==> src/ssp_pkg.sv <==
// Package for the synchronous serial port, plus its pin synchroniser.
// Assumes a single core clock; pins arrive from outside that domain.
package ssp_pkg;
  // Register byte offsets on the Wishbone slave
  localparam logic [7:0] SSP_OFS_STAT = 8'h00;
  localparam logic [7:0] SSP_OFS_CTRL = 8'h04;
  localparam logic [7:0] SSP_OFS_BUF  = 8'h08;
  localparam logic [7:0] SSP_OFS_IST  = 8'h0C;
  localparam logic [7:0] SSP_OFS_IMSK = 8'h10;
  // Status register field positions
  localparam int SSP_STAT_EN   = 15;
  localparam int SSP_STAT_SIDL = 13;
  localparam int SSP_STAT_ROV  = 6;
  localparam int SSP_STAT_TBF  = 1;
  localparam int SSP_STAT_RBF  = 0;
  // Control register field positions
  localparam int SSP_CTRL_W16  = 10;
  localparam int SSP_CTRL_CKE  = 8;
  localparam int SSP_CTRL_CKP  = 6;
  localparam int SSP_CTRL_MST  = 5;
  // Interrupt status/mask bit positions
  localparam int SSP_IRQ_RX    = 0;
  localparam int SSP_IRQ_TX    = 1;
  localparam int SSP_IRQ_OV    = 2;
  localparam int SSP_IRQ_W     = 3;
  // Shift register and transfer lengths
  localparam int          SSP_SR_W   = 16;
  localparam logic [4:0]  SSP_LEN16  = 5'h10;
  localparam logic [4:0]  SSP_LEN8   = 5'h08;
  localparam logic [15:0] SSP_RST16  = 16'h0000;
  localparam logic [31:0] SSP_RST32  = 32'h0000_0000;
  // Master shift clock half period
  localparam int SSP_CLK_NS      = 20;
  localparam int SSP_SCK_HALF_NS = 80;
  localparam int SSP_SCK_HALF_CYC =
    (SSP_SCK_HALF_NS / SSP_CLK_NS) < 1 ? 1 : SSP_SCK_HALF_NS / SSP_CLK_NS;

  typedef struct packed {
    logic w16;
    logic cke;
    logic clock_idle_polarity;
    logic mst;
  } ssp_ctrl_t;

  typedef enum logic [1:0] {
    SSP_S_IDLE = 2'b01,
    SSP_S_XFER = 2'b10
  } ssp_state_t;
endpackage

// Two-flop synchroniser for asynchronous pin inputs
module ssp_sync #(
  parameter int W = 1
) (
  // Clock and reset
  input  wire logic         i_clk,
  input  wire logic         i_rst,
  // Data
  input  wire logic [W-1:0] i_async,
  input  wire logic [W-1:0] i_rst_val,
  output logic      [W-1:0] o_sync
);
  logic [W-1:0] meta_q;
  logic [W-1:0] sync_q;

  always_ff @(posedge i_clk) begin
    if (i_rst) begin
      // Preload idle levels so no false select or edge follows reset
      meta_q <= i_rst_val;
      sync_q <= i_rst_val;
    end else begin
      meta_q <= i_async;
      sync_q <= meta_q;
    end
  end

  // Reset value only masks the output until the first clock after reset
  logic fill_q;
  always_ff @(posedge i_clk) begin
    if (i_rst) begin
      fill_q <= 1'b0;
    end else begin
      fill_q <= 1'b1;
    end
  end
  assign o_sync = fill_q ? sync_q : i_rst_val;
endmodule

==> src/ssp_top.sv <==
// Synchronous serial port with Wishbone classic register slave.
// Assumes pins are sampled by the core clock; no separate link domain.
//
// Operation
// - Data shifts through a hidden 16-bit register; software sees one buffer
// - Pins: serial data in, serial data out, shift clock, slave select low
// - Master drives the shift clock; slave receives it from outside
// - Enable bit runs the port and claims pins; clear disables it
// - Stop-in-idle bit halts the port while the device idles
// - New value arriving while buffer unread is dropped, sets overflow
// - CPU write to buffer loads transmit buffer and sets transmit full
// - Moving transmit buffer into shift register clears transmit full
// - Moving received value into receive buffer sets receive full
// - CPU read of buffer returns receive data and clears receive full
// - Unused status bits always read as zero
// - Width bit selects 16-bit transfers when set, 8-bit when clear
// - Polarity bit sets shift clock idle level; active is opposite
// - Edge bit picks which clock transition changes output data
// - Master bit selects master mode when set, slave when clear
//
// The Wishbone register port and the register addresses were decided locally.
module ssp_top
  import ssp_pkg::*;
#(
  parameter int ADR_W    = 8,
  parameter int HALF_CYC = SSP_SCK_HALF_CYC
) (
  // Clock and reset
  input  wire logic             I_CORE_CLK,
  input  wire logic             I_RESET,
  // Device idle mode
  input  wire logic             I_IDLE,
  // Wishbone classic slave
  input  wire logic             I_WB_CYC,
  input  wire logic             I_WB_STB,
  input  wire logic             I_WB_WE,
  input  wire logic [ADR_W-1:0] I_WB_ADR,
  input  wire logic [3:0]       I_WB_SEL,
  input  wire logic [31:0]      I_WB_DAT,
  output logic      [31:0]      O_WB_DAT,
  output logic                  O_WB_ACK,
  // Serial pins
  input  wire logic             I_SDI,
  input  wire logic             I_SS_N,
  input  wire logic             I_SCK,
  output logic                  O_SCK,
  output logic                  O_SCK_OE_N,
  output logic                  O_SDO,
  output logic                  O_SDO_OE_N,
  // Interrupt
  output logic                  O_IRQ
);
  localparam int DIV_W = $clog2(HALF_CYC + 1);
  localparam logic [DIV_W-1:0] DIV_LAST = DIV_W'(HALF_CYC - 1);

  function automatic logic msb_of(input logic [15:0] v, input logic w16);
    msb_of = w16 ? v[15] : v[7];
  endfunction

  function automatic logic [15:0] fit(input logic [15:0] v, input logic w16);
    fit = w16 ? v : {8'h00, v[7:0]};
  endfunction

  // Pin synchronisers
  logic sdi_s, ss_n_s, sck_s, sck_p_q, sck_p_d;
  ssp_sync #(.W(3)) u_sync (
    .i_clk     (I_CORE_CLK),
    .i_rst     (I_RESET),
    .i_async   ({I_SDI, I_SS_N, I_SCK}),
    .i_rst_val (3'b010),
    .o_sync    ({sdi_s, ss_n_s, sck_s})
  );

  // State
  ssp_ctrl_t        ctl_q, ctl_d;
  ssp_state_t       st_q, st_d;
  logic             en_q, en_d, sidl_q, sidl_d;
  logic             rov_q, rov_d, tbf_q, tbf_d, rbf_q, rbf_d;
  logic [15:0]      txb_q, txb_d, rxb_q, rxb_d, sr_q, sr_d;
  logic             samp_q, samp_d, out_q, out_d, sck_q, sck_d;
  logic [4:0]       cnt_q, cnt_d;
  logic [DIV_W-1:0] div_q, div_d;
  logic [SSP_IRQ_W-1:0] ist_q, ist_d, imsk_q, imsk_d;
  logic             ack_q, ack_d;
  logic [31:0]      dat_q, dat_d;

  // Combinational helpers
  logic        run, lead, trail, acc, wr, rd, buf_rd, buf_wr, done;
  logic        ev_rx, ev_tx, ev_ov, rx_full;
  logic [4:0]  len;
  logic [15:0] wmask, shifted;

  always_comb begin
    ctl_d   = ctl_q;
    st_d    = st_q;
    en_d    = en_q;
    sidl_d  = sidl_q;
    rov_d   = rov_q;
    tbf_d   = tbf_q;
    rbf_d   = rbf_q;
    txb_d   = txb_q;
    rxb_d   = rxb_q;
    sr_d    = sr_q;
    samp_d  = samp_q;
    out_d   = out_q;
    sck_d   = sck_q;
    cnt_d   = cnt_q;
    div_d   = div_q;
    ist_d   = ist_q;
    imsk_d  = imsk_q;
    sck_p_d = sck_s;
    dat_d   = dat_q;
    lead    = 1'b0;
    trail   = 1'b0;
    done    = 1'b0;
    ev_rx   = 1'b0;
    ev_tx   = 1'b0;
    ev_ov   = 1'b0;
    shifted = SSP_RST16;

    // Bus: answer one cycle after the request, act on the ack edge
    ack_d  = I_WB_CYC & I_WB_STB & ~ack_q;
    acc    = I_WB_CYC & I_WB_STB & ack_q;
    wr     = acc & I_WB_WE;
    rd     = acc & ~I_WB_WE;
    wmask  = {{8{I_WB_SEL[1]}}, {8{I_WB_SEL[0]}}};
    buf_rd = rd & (I_WB_ADR == SSP_OFS_BUF[ADR_W-1:0]);
    buf_wr = wr & (I_WB_ADR == SSP_OFS_BUF[ADR_W-1:0]) & I_WB_SEL[0];
    rx_full = rbf_q & ~buf_rd;
    len     = ctl_q.w16 ? SSP_LEN16 : SSP_LEN8;
    run     = en_q & ~(sidl_q & I_IDLE);

    // Register read data, registered at the request edge
    if (ack_d) begin
      dat_d = SSP_RST32;
      unique case (I_WB_ADR)
        SSP_OFS_STAT[ADR_W-1:0]: begin
          dat_d[SSP_STAT_EN]   = en_q;
          dat_d[SSP_STAT_SIDL] = sidl_q;
          dat_d[SSP_STAT_ROV]  = rov_q;
          dat_d[SSP_STAT_TBF]  = tbf_q;
          dat_d[SSP_STAT_RBF]  = rbf_q;
        end
        SSP_OFS_CTRL[ADR_W-1:0]: begin
          dat_d[SSP_CTRL_W16] = ctl_q.w16;
          dat_d[SSP_CTRL_CKE] = ctl_q.cke;
          dat_d[SSP_CTRL_CKP] = ctl_q.clock_idle_polarity;
          dat_d[SSP_CTRL_MST] = ctl_q.mst;
        end
        SSP_OFS_BUF[ADR_W-1:0]:  dat_d[15:0] = rxb_q;
        SSP_OFS_IST[ADR_W-1:0]:  dat_d[SSP_IRQ_W-1:0] = ist_q;
        SSP_OFS_IMSK[ADR_W-1:0]: dat_d[SSP_IRQ_W-1:0] = imsk_q;
        default:                 dat_d = SSP_RST32;
      endcase
    end

    // Register writes; buffer-full flags have no write path
    if (wr && I_WB_ADR == SSP_OFS_STAT[ADR_W-1:0]) begin
      if (I_WB_SEL[1]) begin
        en_d   = I_WB_DAT[SSP_STAT_EN];
        sidl_d = I_WB_DAT[SSP_STAT_SIDL];
      end
      if (I_WB_SEL[0] && !I_WB_DAT[SSP_STAT_ROV]) begin
        rov_d = 1'b0;
      end
    end
    if (wr && I_WB_ADR == SSP_OFS_CTRL[ADR_W-1:0]) begin
      if (I_WB_SEL[1]) begin
        ctl_d.w16 = I_WB_DAT[SSP_CTRL_W16];
        ctl_d.cke = I_WB_DAT[SSP_CTRL_CKE];
      end
      if (I_WB_SEL[0]) begin
        ctl_d.clock_idle_polarity = I_WB_DAT[SSP_CTRL_CKP];
        ctl_d.mst = I_WB_DAT[SSP_CTRL_MST];
      end
    end
    if (wr && I_WB_ADR == SSP_OFS_IST[ADR_W-1:0] && I_WB_SEL[0]) begin
      ist_d = ist_q & ~I_WB_DAT[SSP_IRQ_W-1:0];
    end
    if (wr && I_WB_ADR == SSP_OFS_IMSK[ADR_W-1:0] && I_WB_SEL[0]) begin
      imsk_d = I_WB_DAT[SSP_IRQ_W-1:0];
    end
    if (buf_rd) begin
      rbf_d = 1'b0;
    end

    // Shift clock edges: timed by the divider or seen on the pin
    if (ctl_q.mst) begin
      if (st_q == SSP_S_XFER && run && div_q == DIV_LAST) begin
        lead  = (sck_q == ctl_q.clock_idle_polarity);
        trail = ~lead;
      end
    end else begin
      lead  = (sck_s ^ sck_p_q) & (sck_s != ctl_q.clock_idle_polarity);
      trail = (sck_s ^ sck_p_q) & (sck_s == ctl_q.clock_idle_polarity);
    end

    unique case (st_q)
      SSP_S_IDLE: begin
        div_d = '0;
        cnt_d = '0;
        if (ctl_q.mst) begin
          sck_d = ctl_q.clock_idle_polarity;
        end
        if (run && tbf_q) begin
          sr_d  = txb_q;
          out_d = msb_of(txb_q, ctl_q.w16);
          tbf_d = 1'b0;
          ev_tx = 1'b1;
          if (ctl_q.mst) begin
            st_d = SSP_S_XFER;
          end
        end
        if (run && !ctl_q.mst && !ss_n_s) begin
          st_d = SSP_S_XFER;
        end
      end
      SSP_S_XFER: begin
        if (run && ctl_q.mst) begin
          div_d = (div_q == DIV_LAST) ? '0 : div_q + 1'b1;
          if (div_q == DIV_LAST) begin
            sck_d = ~sck_q;
          end
        end
        if (run && !ctl_q.mst && ss_n_s) begin
          st_d  = SSP_S_IDLE;
          cnt_d = '0;
        end else if (run) begin
          // Edge bit: set shifts out on trailing, clear on leading
          if (ctl_q.cke) begin
            if (lead) begin
              samp_d = sdi_s;
            end
            if (trail) begin
              shifted = {sr_q[14:0], samp_q};
              sr_d    = shifted;
              out_d   = msb_of(shifted, ctl_q.w16);
              cnt_d   = cnt_q + 1'b1;
              done    = (cnt_q == len - 1'b1);
            end
          end else begin
            if (lead) begin
              out_d = msb_of(sr_q, ctl_q.w16);
            end
            if (trail) begin
              shifted = {sr_q[14:0], sdi_s};
              sr_d    = shifted;
              cnt_d   = cnt_q + 1'b1;
              done    = (cnt_q == len - 1'b1);
            end
          end
          if (done) begin
            cnt_d = '0;
            if (rx_full) begin
              rov_d = 1'b1;
              ev_ov = 1'b1;
            end else begin
              rxb_d = fit(shifted, ctl_q.w16);
              rbf_d = 1'b1;
              ev_rx = 1'b1;
            end
            if (ctl_q.mst) begin
              st_d = SSP_S_IDLE;
            end else if (tbf_q) begin
              // Slave chains straight into the next queued word
              sr_d  = txb_q;
              out_d = msb_of(txb_q, ctl_q.w16);
              tbf_d = 1'b0;
              ev_tx = 1'b1;
            end
          end
        end
      end
    endcase

    // CPU write wins over a same-cycle load, keeping the new word
    if (buf_wr) begin
      txb_d = (txb_q & ~wmask) | (I_WB_DAT[15:0] & wmask);
      tbf_d = 1'b1;
    end

    // Disabled port drops any transfer in flight
    if (!en_q) begin
      st_d  = SSP_S_IDLE;
      cnt_d = '0;
      div_d = '0;
      sck_d = ctl_q.clock_idle_polarity;
    end

    // Hardware set wins over software clear
    ist_d = ist_d | {ev_ov, ev_tx, ev_rx};
  end

  always_ff @(posedge I_CORE_CLK) begin
    if (I_RESET) begin
      ctl_q   <= '0;
      st_q    <= SSP_S_IDLE;
      en_q    <= 1'b0;
      sidl_q  <= 1'b0;
      rov_q   <= 1'b0;
      tbf_q   <= 1'b0;
      rbf_q   <= 1'b0;
      txb_q   <= SSP_RST16;
      rxb_q   <= SSP_RST16;
      sr_q    <= SSP_RST16;
      samp_q  <= 1'b0;
      out_q   <= 1'b0;
      sck_q   <= 1'b0;
      cnt_q   <= '0;
      div_q   <= '0;
      ist_q   <= '0;
      imsk_q  <= '0;
      sck_p_q <= 1'b0;
      ack_q   <= 1'b0;
      dat_q   <= SSP_RST32;
    end else begin
      ctl_q   <= ctl_d;
      st_q    <= st_d;
      en_q    <= en_d;
      sidl_q  <= sidl_d;
      rov_q   <= rov_d;
      tbf_q   <= tbf_d;
      rbf_q   <= rbf_d;
      txb_q   <= txb_d;
      rxb_q   <= rxb_d;
      sr_q    <= sr_d;
      samp_q  <= samp_d;
      out_q   <= out_d;
      sck_q   <= sck_d;
      cnt_q   <= cnt_d;
      div_q   <= div_d;
      ist_q   <= ist_d;
      imsk_q  <= imsk_d;
      sck_p_q <= sck_p_d;
      ack_q   <= ack_d;
      dat_q   <= dat_d;
    end
  end

  // Outputs
  assign O_WB_DAT   = dat_q;
  assign O_WB_ACK   = ack_q;
  assign O_SCK      = sck_q;
  assign O_SCK_OE_N = ~(en_q & ctl_q.mst);
  assign O_SDO      = out_q;
  assign O_SDO_OE_N = ~(en_q & (ctl_q.mst | ~ss_n_s));
  assign O_IRQ      = |(ist_q & imsk_q);

  // Checks
  property p_tbf_set;
    @(posedge I_CORE_CLK) disable iff (I_RESET)
      buf_wr |=> tbf_q;
  endproperty
  a_tbf_set: assert property (p_tbf_set)
    else $error("transmit full not set after buffer write");

  property p_tbf_clr;
    @(posedge I_CORE_CLK) disable iff (I_RESET)
      (ev_tx && !buf_wr) |=> !tbf_q && sr_q == $past(txb_q);
  endproperty
  a_tbf_clr: assert property (p_tbf_clr)
    else $error("transmit full not cleared on load");

  property p_rbf_set;
    @(posedge I_CORE_CLK) disable iff (I_RESET)
      ev_rx |=> rbf_q;
  endproperty
  a_rbf_set: assert property (p_rbf_set)
    else $error("receive full not set on completion");

  property p_rbf_clr;
    @(posedge I_CORE_CLK) disable iff (I_RESET)
      (buf_rd && !ev_rx) |=> !rbf_q;
  endproperty
  a_rbf_clr: assert property (p_rbf_clr)
    else $error("receive full not cleared by read");

  property p_ovf;
    @(posedge I_CORE_CLK) disable iff (I_RESET)
      (done && rx_full) |=> rov_q && $stable(rxb_q) && rbf_q;
  endproperty
  a_ovf: assert property (p_ovf)
    else $error("overflow did not keep old data");

  property p_stat_zero;
    @(posedge I_CORE_CLK) disable iff (I_RESET)
      (ack_d && !I_WB_WE && I_WB_ADR == SSP_OFS_STAT[ADR_W-1:0])
        |=> (O_WB_DAT & 32'hFFFF_5FBC) == 32'h0000_0000;
  endproperty
  a_stat_zero: assert property (p_stat_zero)
    else $error("unused status bits not zero");

  property p_disabled;
    @(posedge I_CORE_CLK) disable iff (I_RESET)
      !en_q |-> O_SCK_OE_N && O_SDO_OE_N ##1 (st_q == SSP_S_IDLE);
  endproperty
  a_disabled: assert property (p_disabled)
    else $error("disabled port still active");

  property p_halt;
    @(posedge I_CORE_CLK) disable iff (I_RESET)
      (en_q && sidl_q && I_IDLE && !buf_wr) |=> $stable(sr_q) && $stable(cnt_q);
  endproperty
  a_halt: assert property (p_halt)
    else $error("port moved while halted in idle");

  property p_sck_idle;
    @(posedge I_CORE_CLK) disable iff (I_RESET)
      (en_q && ctl_q.mst && st_q == SSP_S_IDLE && $stable(ctl_q))
        |=> O_SCK == ctl_q.clock_idle_polarity;
  endproperty
  a_sck_idle: assert property (p_sck_idle)
    else $error("master clock not at idle level");

  property p_len;
    @(posedge I_CORE_CLK) disable iff (I_RESET)
      done |-> cnt_q == (ctl_q.w16 ? SSP_LEN16 : SSP_LEN8) - 5'h01;
  endproperty
  a_len: assert property (p_len)
    else $error("transfer length wrong");

  property p_cov_master;
    @(posedge I_CORE_CLK) disable iff (I_RESET) ev_rx && ctl_q.mst;
  endproperty
  c_cov_master: cover property (p_cov_master);

  property p_cov_slave;
    @(posedge I_CORE_CLK) disable iff (I_RESET) ev_rx && !ctl_q.mst;
  endproperty
  c_cov_slave: cover property (p_cov_slave);

  property p_cov_ovf;
    @(posedge I_CORE_CLK) disable iff (I_RESET) ev_ov;
  endproperty
  c_cov_ovf: cover property (p_cov_ovf);
endmodule

==> config.mk <==
export PLATFORM = sky130hd
export DESIGN_NAME = ssp_top
export DESIGN_NICKNAME = d
export VERILOG_FILES = /design/src/ssp_pkg.sv /design/src/ssp_top.sv
export SDC_FILE = /design/constraint.sdc
export NUM_CORES = 1
export LEC_CHECK = 0
export ABC_AREA = 1
export BUFFER_PORTS_ARGS = -buffer_cell sky130_fd_sc_hd__buf_2
export CORE_ASPECT_RATIO = 1.5
export CORE_MARGIN = 2
export CORE_UTILIZATION = 55
export CTS_CLUSTER_DIAMETER = 40
export DETAILED_ROUTE_END_ITERATION = 8
export PLACE_DENSITY = 0.81
export REMOVE_ABC_BUFFERS = 1
export SLEW_MARGIN = 20
export SYNTH_ARGS = -nofsm -noshare
export SYNTH_HDL_FRONTEND = slang
export SYNTH_SLANG_ARGS = --single-unit
==> constraint.sdc <==
create_clock -name I_CORE_CLK -period 1.9 [get_ports I_CORE_CLK]
set_input_delay 0.095 -clock I_CORE_CLK [delete_from_list [all_inputs] [get_ports I_CORE_CLK]]
set_output_delay 0.095 -clock I_CORE_CLK [all_outputs]
set_load 0.03 [all_outputs]
# After elaboration in Yosys (flattened, before gate mapping)
# Index checks and enable logic that the tools add are counted.
[totals]
wordCells = 235
input_bits = 53
regBits = 101
[classes]
n_eq_ne = 29
addsub = 3
bitwise_logic = 37
muxes = 110
reduce_logical = 30
[ops]
columns = ["cell", "count"]
rows = [
  ["2-to-1 mux 16 bit", 13],
  ["2-to-1 mux 1 bit", 63],
  ["bitwise AND 16 bit", 2],
  ["case mux 16 bit (2 select lines)", 1],
  ["2-to-1 mux 5 bit", 5],
  ["!= test 3 bit (second input constant)", 7],
  ["AND reduction 5 bit", 4],
  ["2-to-1 mux 2 bit", 9],
  ["case mux 1 bit (2 select lines)", 9],
  ["equality test 8 x 4 -> 1 bit (second input constant)", 2],
  ["NOT 16 bit", 1],
  ["bitwise OR 16 bit", 1],
  ["bitwise AND 1 bit", 15],
  ["!= test 3 x 2 -> 1 bit (second input constant)", 5],
  ["logical AND 1 bit", 14],
  ["2-to-1 mux 3 bit", 4],
  ["NOT 1 bit", 12],
  ["case mux 5 bit (2 select lines)", 1],
  ["equality test 8 x 3 -> 1 bit (second input constant)", 1],
  ["equality test 8 x 5 -> 1 bit (second input constant)", 1],
  ["zero test 8 bit", 1],
  ["case mux 2 bit (4 select lines)", 1],
  ["AND reduction 2 bit", 4],
  ["bitwise AND 3 bit", 2],
  ["24 further kinds", 31],
]

# Longest topological paths before layout
[logic_depth]
word_depth = 16
ltp_mapped = 13
mapped_depth_nobuf = 11

# Cells and area by module
# Synthesis repeated with hierarchy kept, for this count alone.
[unflattened]
hier_cells = 690
area_unflattened_um2 = 4870.9
[by_module_without_submodules]
columns = ["mod", "cells_per_inst", "instances", "area_per_inst_um2"]
rows = [
  ["ssp_top", 657, 1, 4633.2],
  ["ssp_sync", 33, 1, 237.7],
]

# Worst setup path after synthesis
# Ideal clock, no wire load.
[synth_timing]
path_kind = "register -> register"
startpoint = "register sck_q, in the netlist O_SCK"
endpoint = "register rxb_q[12]"
t_required_ns = 1.772
path_slack_ns = 0.221
arrival_ns = 1.551
stages_incl_launch_ff = 11
cell_sequence = "dfxtp_1 > nor2_1 > nor2_1 > nand3_2 > nand2_4 > nand3_4 > nor2_8 > buf_6 > o21ai_0 > o21ai_1 > nor2_1"
[synth_between]
elab_chain_len = 9
elab_cells_between_ends = 13
classes_between = "eq/ne (1); mux (10); bitwise (1); reduce/logical (1)"
[synth_lines]
columns = ["element", "line_no", "text"]
rows = [
  ["start, declared", "ssp_top.sv:80", "logic samp_q, samp_d, out_q, out_d, sck_q, sck_d;"],
  ["start signal, assigned", "ssp_top.sv:329", "sck_q <= sck_d;"],
  ["equality test 1 bit *", "ssp_top.sv:190", "lead = (sck_q == ctl_q.clock_idle_polarity);"],
  ["NOT 1 bit *", "ssp_top.sv:191", "trail = ~lead;"],
  ["2-to-1 mux 1 bit *", "ssp_top.sv:189", "if (st_q == SSP_S_XFER && run && div_q == DIV_LAST) begin"],
  ["2-to-1 mux 1 bit *", "ssp_top.sv:188", "if (ctl_q.mst) begin"],
  ["2-to-1 mux 1 bit", "ssp_top.sv:234, ssp_top.sv:245", ""],
  ["2-to-1 mux 1 bit", "ssp_top.sv:228", "end else if (run) begin"],
  ["2-to-1 mux 1 bit", "ssp_top.sv:225", "if (run && !ctl_q.mst && ss_n_s) begin"],
  ["2-to-1 mux 1 bit", "ssp_top.sv:198", "unique case (st_q)"],
  ["AND reduction 5 bit (no line)", "n/a", ""],
  ["end signal, assigned", "ssp_top.sv:325", "rxb_q <= rxb_d;"],
  ["end, declared", "ssp_top.sv:79", "logic [15:0] txb_q, txb_d, rxb_q, rxb_d, sr_q, sr_d;"],
]
# Mark *: on every way between the ends. The rest lies on a longest branch, timed or not. The select of a mux whose other input is x is not followed.
# A chain may end at the register's enable or synchronous reset.

# Final worst setup path
[layout_timing]
startpoint = "register div_q[0]"
endpoint = "register sr_q[0]"
[layout_between]
elab_chain_len = 12
elab_cells_between_ends = 17
classes_between = "eq/ne (1); mux (15); reduce/logical (1)"
[layout_lines]
columns = ["element", "line_no", "text"]
rows = [
  ["start, declared", "ssp_top.sv:82", "logic [DIV_W-1:0] div_q, div_d;"],
  ["start signal, assigned", "ssp_top.sv:331", "div_q <= div_d;"],
  ["equality test 3 x 2 -> 1 bit *", "ssp_top.sv:189", ""],
  ["logical AND 1 bit *", "ssp_top.sv:189", ""],
  ["2-to-1 mux 1 bit *", "ssp_top.sv:189", ""],
  ["2-to-1 mux 1 bit *", "ssp_top.sv:188", ""],
  ["2-to-1 mux 16 bit, or another cell as far along", "ssp_top.sv:245", "if (trail) begin"],
  ["2-to-1 mux 16 bit or 2-to-1 mux 1 bit (tied branches)", "ssp_top.sv:230, ssp_top.sv:228", ""],
  ["2-to-1 mux 16 bit or 2-to-1 mux 1 bit (tied branches)", "ssp_top.sv:264, ssp_top.sv:225", ""],
  ["2-to-1 mux 16 bit or 2-to-1 mux 1 bit (tied branches)", "ssp_top.sv:262, ssp_top.sv:198", ""],
  ["2-to-1 mux 16 bit *", "ssp_top.sv:252", "if (done) begin"],
  ["2-to-1 mux 16 bit *", "ssp_top.sv:228", ""],
  ["2-to-1 mux 16 bit *", "ssp_top.sv:225", ""],
  ["case mux 16 bit (2 select lines) *", "ssp_top.sv:198", ""],
  ["end signal, assigned", "ssp_top.sv:326", "sr_q <= sr_d;"],
  ["end, declared", "ssp_top.sv:79", ""],
]
# Marks and branches as above.

==> results.json <==
{
  "status": "finished clean",
  "p_sw_mw": 0.9760,
  "syn_area_mm2": 0.004830,
  "wirelength_mm": 12.53,
  "fillers": 718,
  "ys_top_cells_by_area": "dfxtp_1 (42%), nand2_1 (10%), a21oi_1 (6.8%), nand3_1 (6.1%), o21ai_0 (5.9%)",
  "fin_nets": 798,
  "cts_tree": "yes",
  "async_reset_ff_frac": 0,
  "syn_area_per_cell_um2": 7.219,
  "p_sw_frac": 0.2303,
  "yosysMostFrequentCell": "nand2_1",
  "routed_via_density": 5.492,
  "yosys_warnings": 0,
  "yosys.area_share.adder": 0.005181,
  "p_int_mw": 3.262,
  "place_congestion": 0.8905,
  "drc": 0,
  "path_max_fanout": 19,
  "vias": 4696,
  "ctsLongestPathBuffers": 2,
  "required_ps": 2180,
  "grt_pass1_wl_mm": 20.36,
  "fp.coreArea_mm2": 0.008464,
  "setup_ws_ps": 84.43,
  "diodes": 0,
  "io_buffer_count": 56,
  "power_leakage_nw": 2.351,
  "firstDrtPassIters": 7,
  "start_util": 0.5706,
  "power_mw": 4.238,
  "clkTransAtPathRegs_ps": 70,
  "hp-class": "input pin to flip-flop",
  "cts_buffers": 9,
  "holdPathStages": 3,
  "synth_top_family_by_area": "simple AND/OR/NAND/NOR gates",
  "dpl_cell_area_mm2": 0.005230,
  "grt_pass1_vias": 4428,
  "clockPowerShare": 0.441,
  "period_share": 0.9556,
  "maxCapViolCount": 0,
  "muxShareOfSynthArea": 0.002073,
  "synth_seq_area_share": 0.4187,
  "dp_cells": 829,
  "register_area_mm2": 0.002028,
  "hold_viol": 0,
  "finClkSkew_ps": 6.790,
  "reg2reg_depth": 12,
  "worst_slew_pin_slew_ps": 587.4,
  "grt_max_degree": 53,
  "p_per_area_mw_per_mm2": 741.9,
  "wl_per_cell_um": 14.65,
  "cts_root_buf": "clkbuf_16",
  "synthTopCellsByCount": "nand2_1 (133), dfxtp_1 (101), inv_1 (70)",
  "synth_ff_type": "dfxtp_1",
  "ys_ff_latch": 101,
  "hpwlAfterDp_mm": 8.706,
  "htreeDepth": 3,
  "antenna_found_initial": 0,
  "dp_slack_ps": 16.44,
  "slew_viol_final": 0,
  "dieArea_mm2": 0.009562,
  "min_period_ps": 1816,
  "synth-edff-count": 0,
  "power_frac_seq": 0.505,
  "ir_worst_vdd_uv": 635.0,
  "cts.sinks": 101,
  "synthSimpleGateAreaFrac": 0.2707,
  "ioPinCount": 91,
  "die_width_um": 80.51,
  "clock_latency_ps": 350,
  "drive_gt1_frac": 0.2112,
  "die_y_um": 118.8,
  "stdcell_area_mm2": 0.005712,
  "syn_inst": 669,
  "synth-xor-area-share": 0.001813,
  "first_iter_violations": 446,
  "ant_nets": 0,
  "multi_input_area_mm2": 0.002346,
  "path_class": "flip-flop to flip-flop",
  "fin_util": 0.6748,
  "pwr-share-comb": 0.054,
  "num_rows": 41,
  "slew_headroom": 0.6084,
  "synth_top_area_share": 0.4187,
  "fin_cells": 855,
  "max_freq_ghz": 0.5508,
  "gr-total-overflow": 0,
  "crit_arrival_ps": 2100,
  "synth_compound_area_frac": 0.1801,
  "worstSetupStartpointType": "flip-flop",
  "setup_viol": 0,
  "grt_util_all_layers": 0.2711,
  "syn2layout_area_growth_pct": 18.26,
  "yosysTopAreaCell": "dfxtp_1",
  "end_kind": "flip-flop",
  "synthDistinctLibCells": 42
}
## per-layer routing
metal	global-route usage	share of wire	wire [µm]
met5	0	0	0
met4	0.1367	0.037	458
met3	0.04504	0.067	841
met2	0.4583	0.50	6257
met1	0.3241	0.40	4973
## critical path: stages, from the launching register on
cell     delay (ps)
dfxtp_2         370
ha_4            150
nand2_1          90
nor2_4          150
nand3_2         110
nand2_4         120
buf_4           140
nand3_4         110
nand2_8         160
inv_1            70
nand2_1         110
nand3_1          80
a21oi_1         110
## cells in the final DEF (no fill, tap or decap), drive strengths merged, types with 2 or more instances in the layout
cell type and n:
nand2 140, dfxtp 101, buf 87, inv 78
a21oi 73, o21ai 70, nand3 64, nor2 63
conb 16, clkbuf 11, nand4 6, or2 6
a31oi 4, dlygate4sd3 4, a211oi 4, nor3 3
clkinvlp 2, a22oi 2, nor4 2, clkinv 2
ha 2
## stage by stage
step | hold slack, ps | TNS (ps)
after floorplan | 164.1 | -186.9
after global placement | 276.7 | 0
after detailed placement | 279.8 | 0
after CTS | 15.22 | -15.93
after global routing | 33.58 | -12.51
final | 6.223 | 0
## power by group through the flow
stage | clock [mW] | sequential (mW) | combinational [mW]
3_3_place_gp | 0 | 2.19 | 0.215
4_1_cts | 1.86 | 2.14 | 0.227
3_5_place_dp | 0 | 2.19 | 0.219
6_report | 1.87 | 2.14 | 0.230
2_1_floorplan | 0 | 2.21 | 0.105
5_1_grt | 1.96 | 2.14 | 0.251
## area by class of cell
type,count,share of cell area
multi-input cells,462,0.4107
flip-flops and latches,101,0.3551
repair buffers,91,0.1056
inverters,78,0.05257
clock buffers,11,0.04250
well taps,107,0.02344
clock inverters,5,0.01008
## logic make-up (layout without fill, tap and decap cells)
| group | count (synthesis) | count (layout) |
|---|---|---|
| other | 1 | 16 |
| adders and majority gates | 2 | 2 |
| DFF | 101 | 101 |
| AOI/OAI and AO/OA | 158 | 158 |
| xor gates and xnor gates | 1 | 1 |
| buffers and inverters | 122 | 185 |
| and+or+nand+nor | 283 | 284 |
| muxes | 1 | 1 |
## worst paths after layout
path | startpoint | to | slack [ps]
max reg2reg | div_q[0] | sr_q[0] | 80
min reg2reg | u_sync.meta_q[0] | u_sync.sync_q[0] | 400
min | I_WB_DAT[14] | flip-flop | 6
max | div_q[0] | sr_q[0] | 80
## repair_timing
action | 4_1_cts | 5_1_grt
resized for setup | 0 | 20
buffers inserted | 0 | 5
hold buffers | 4 | 0
endpoints found under the setup margin | 8 | 42
gates cloned | 1 | 0
pin swaps | 1 | 1
hold endpoints to repair | 4 | 0
No activity file was read; power rests on OpenSTA's default activity.
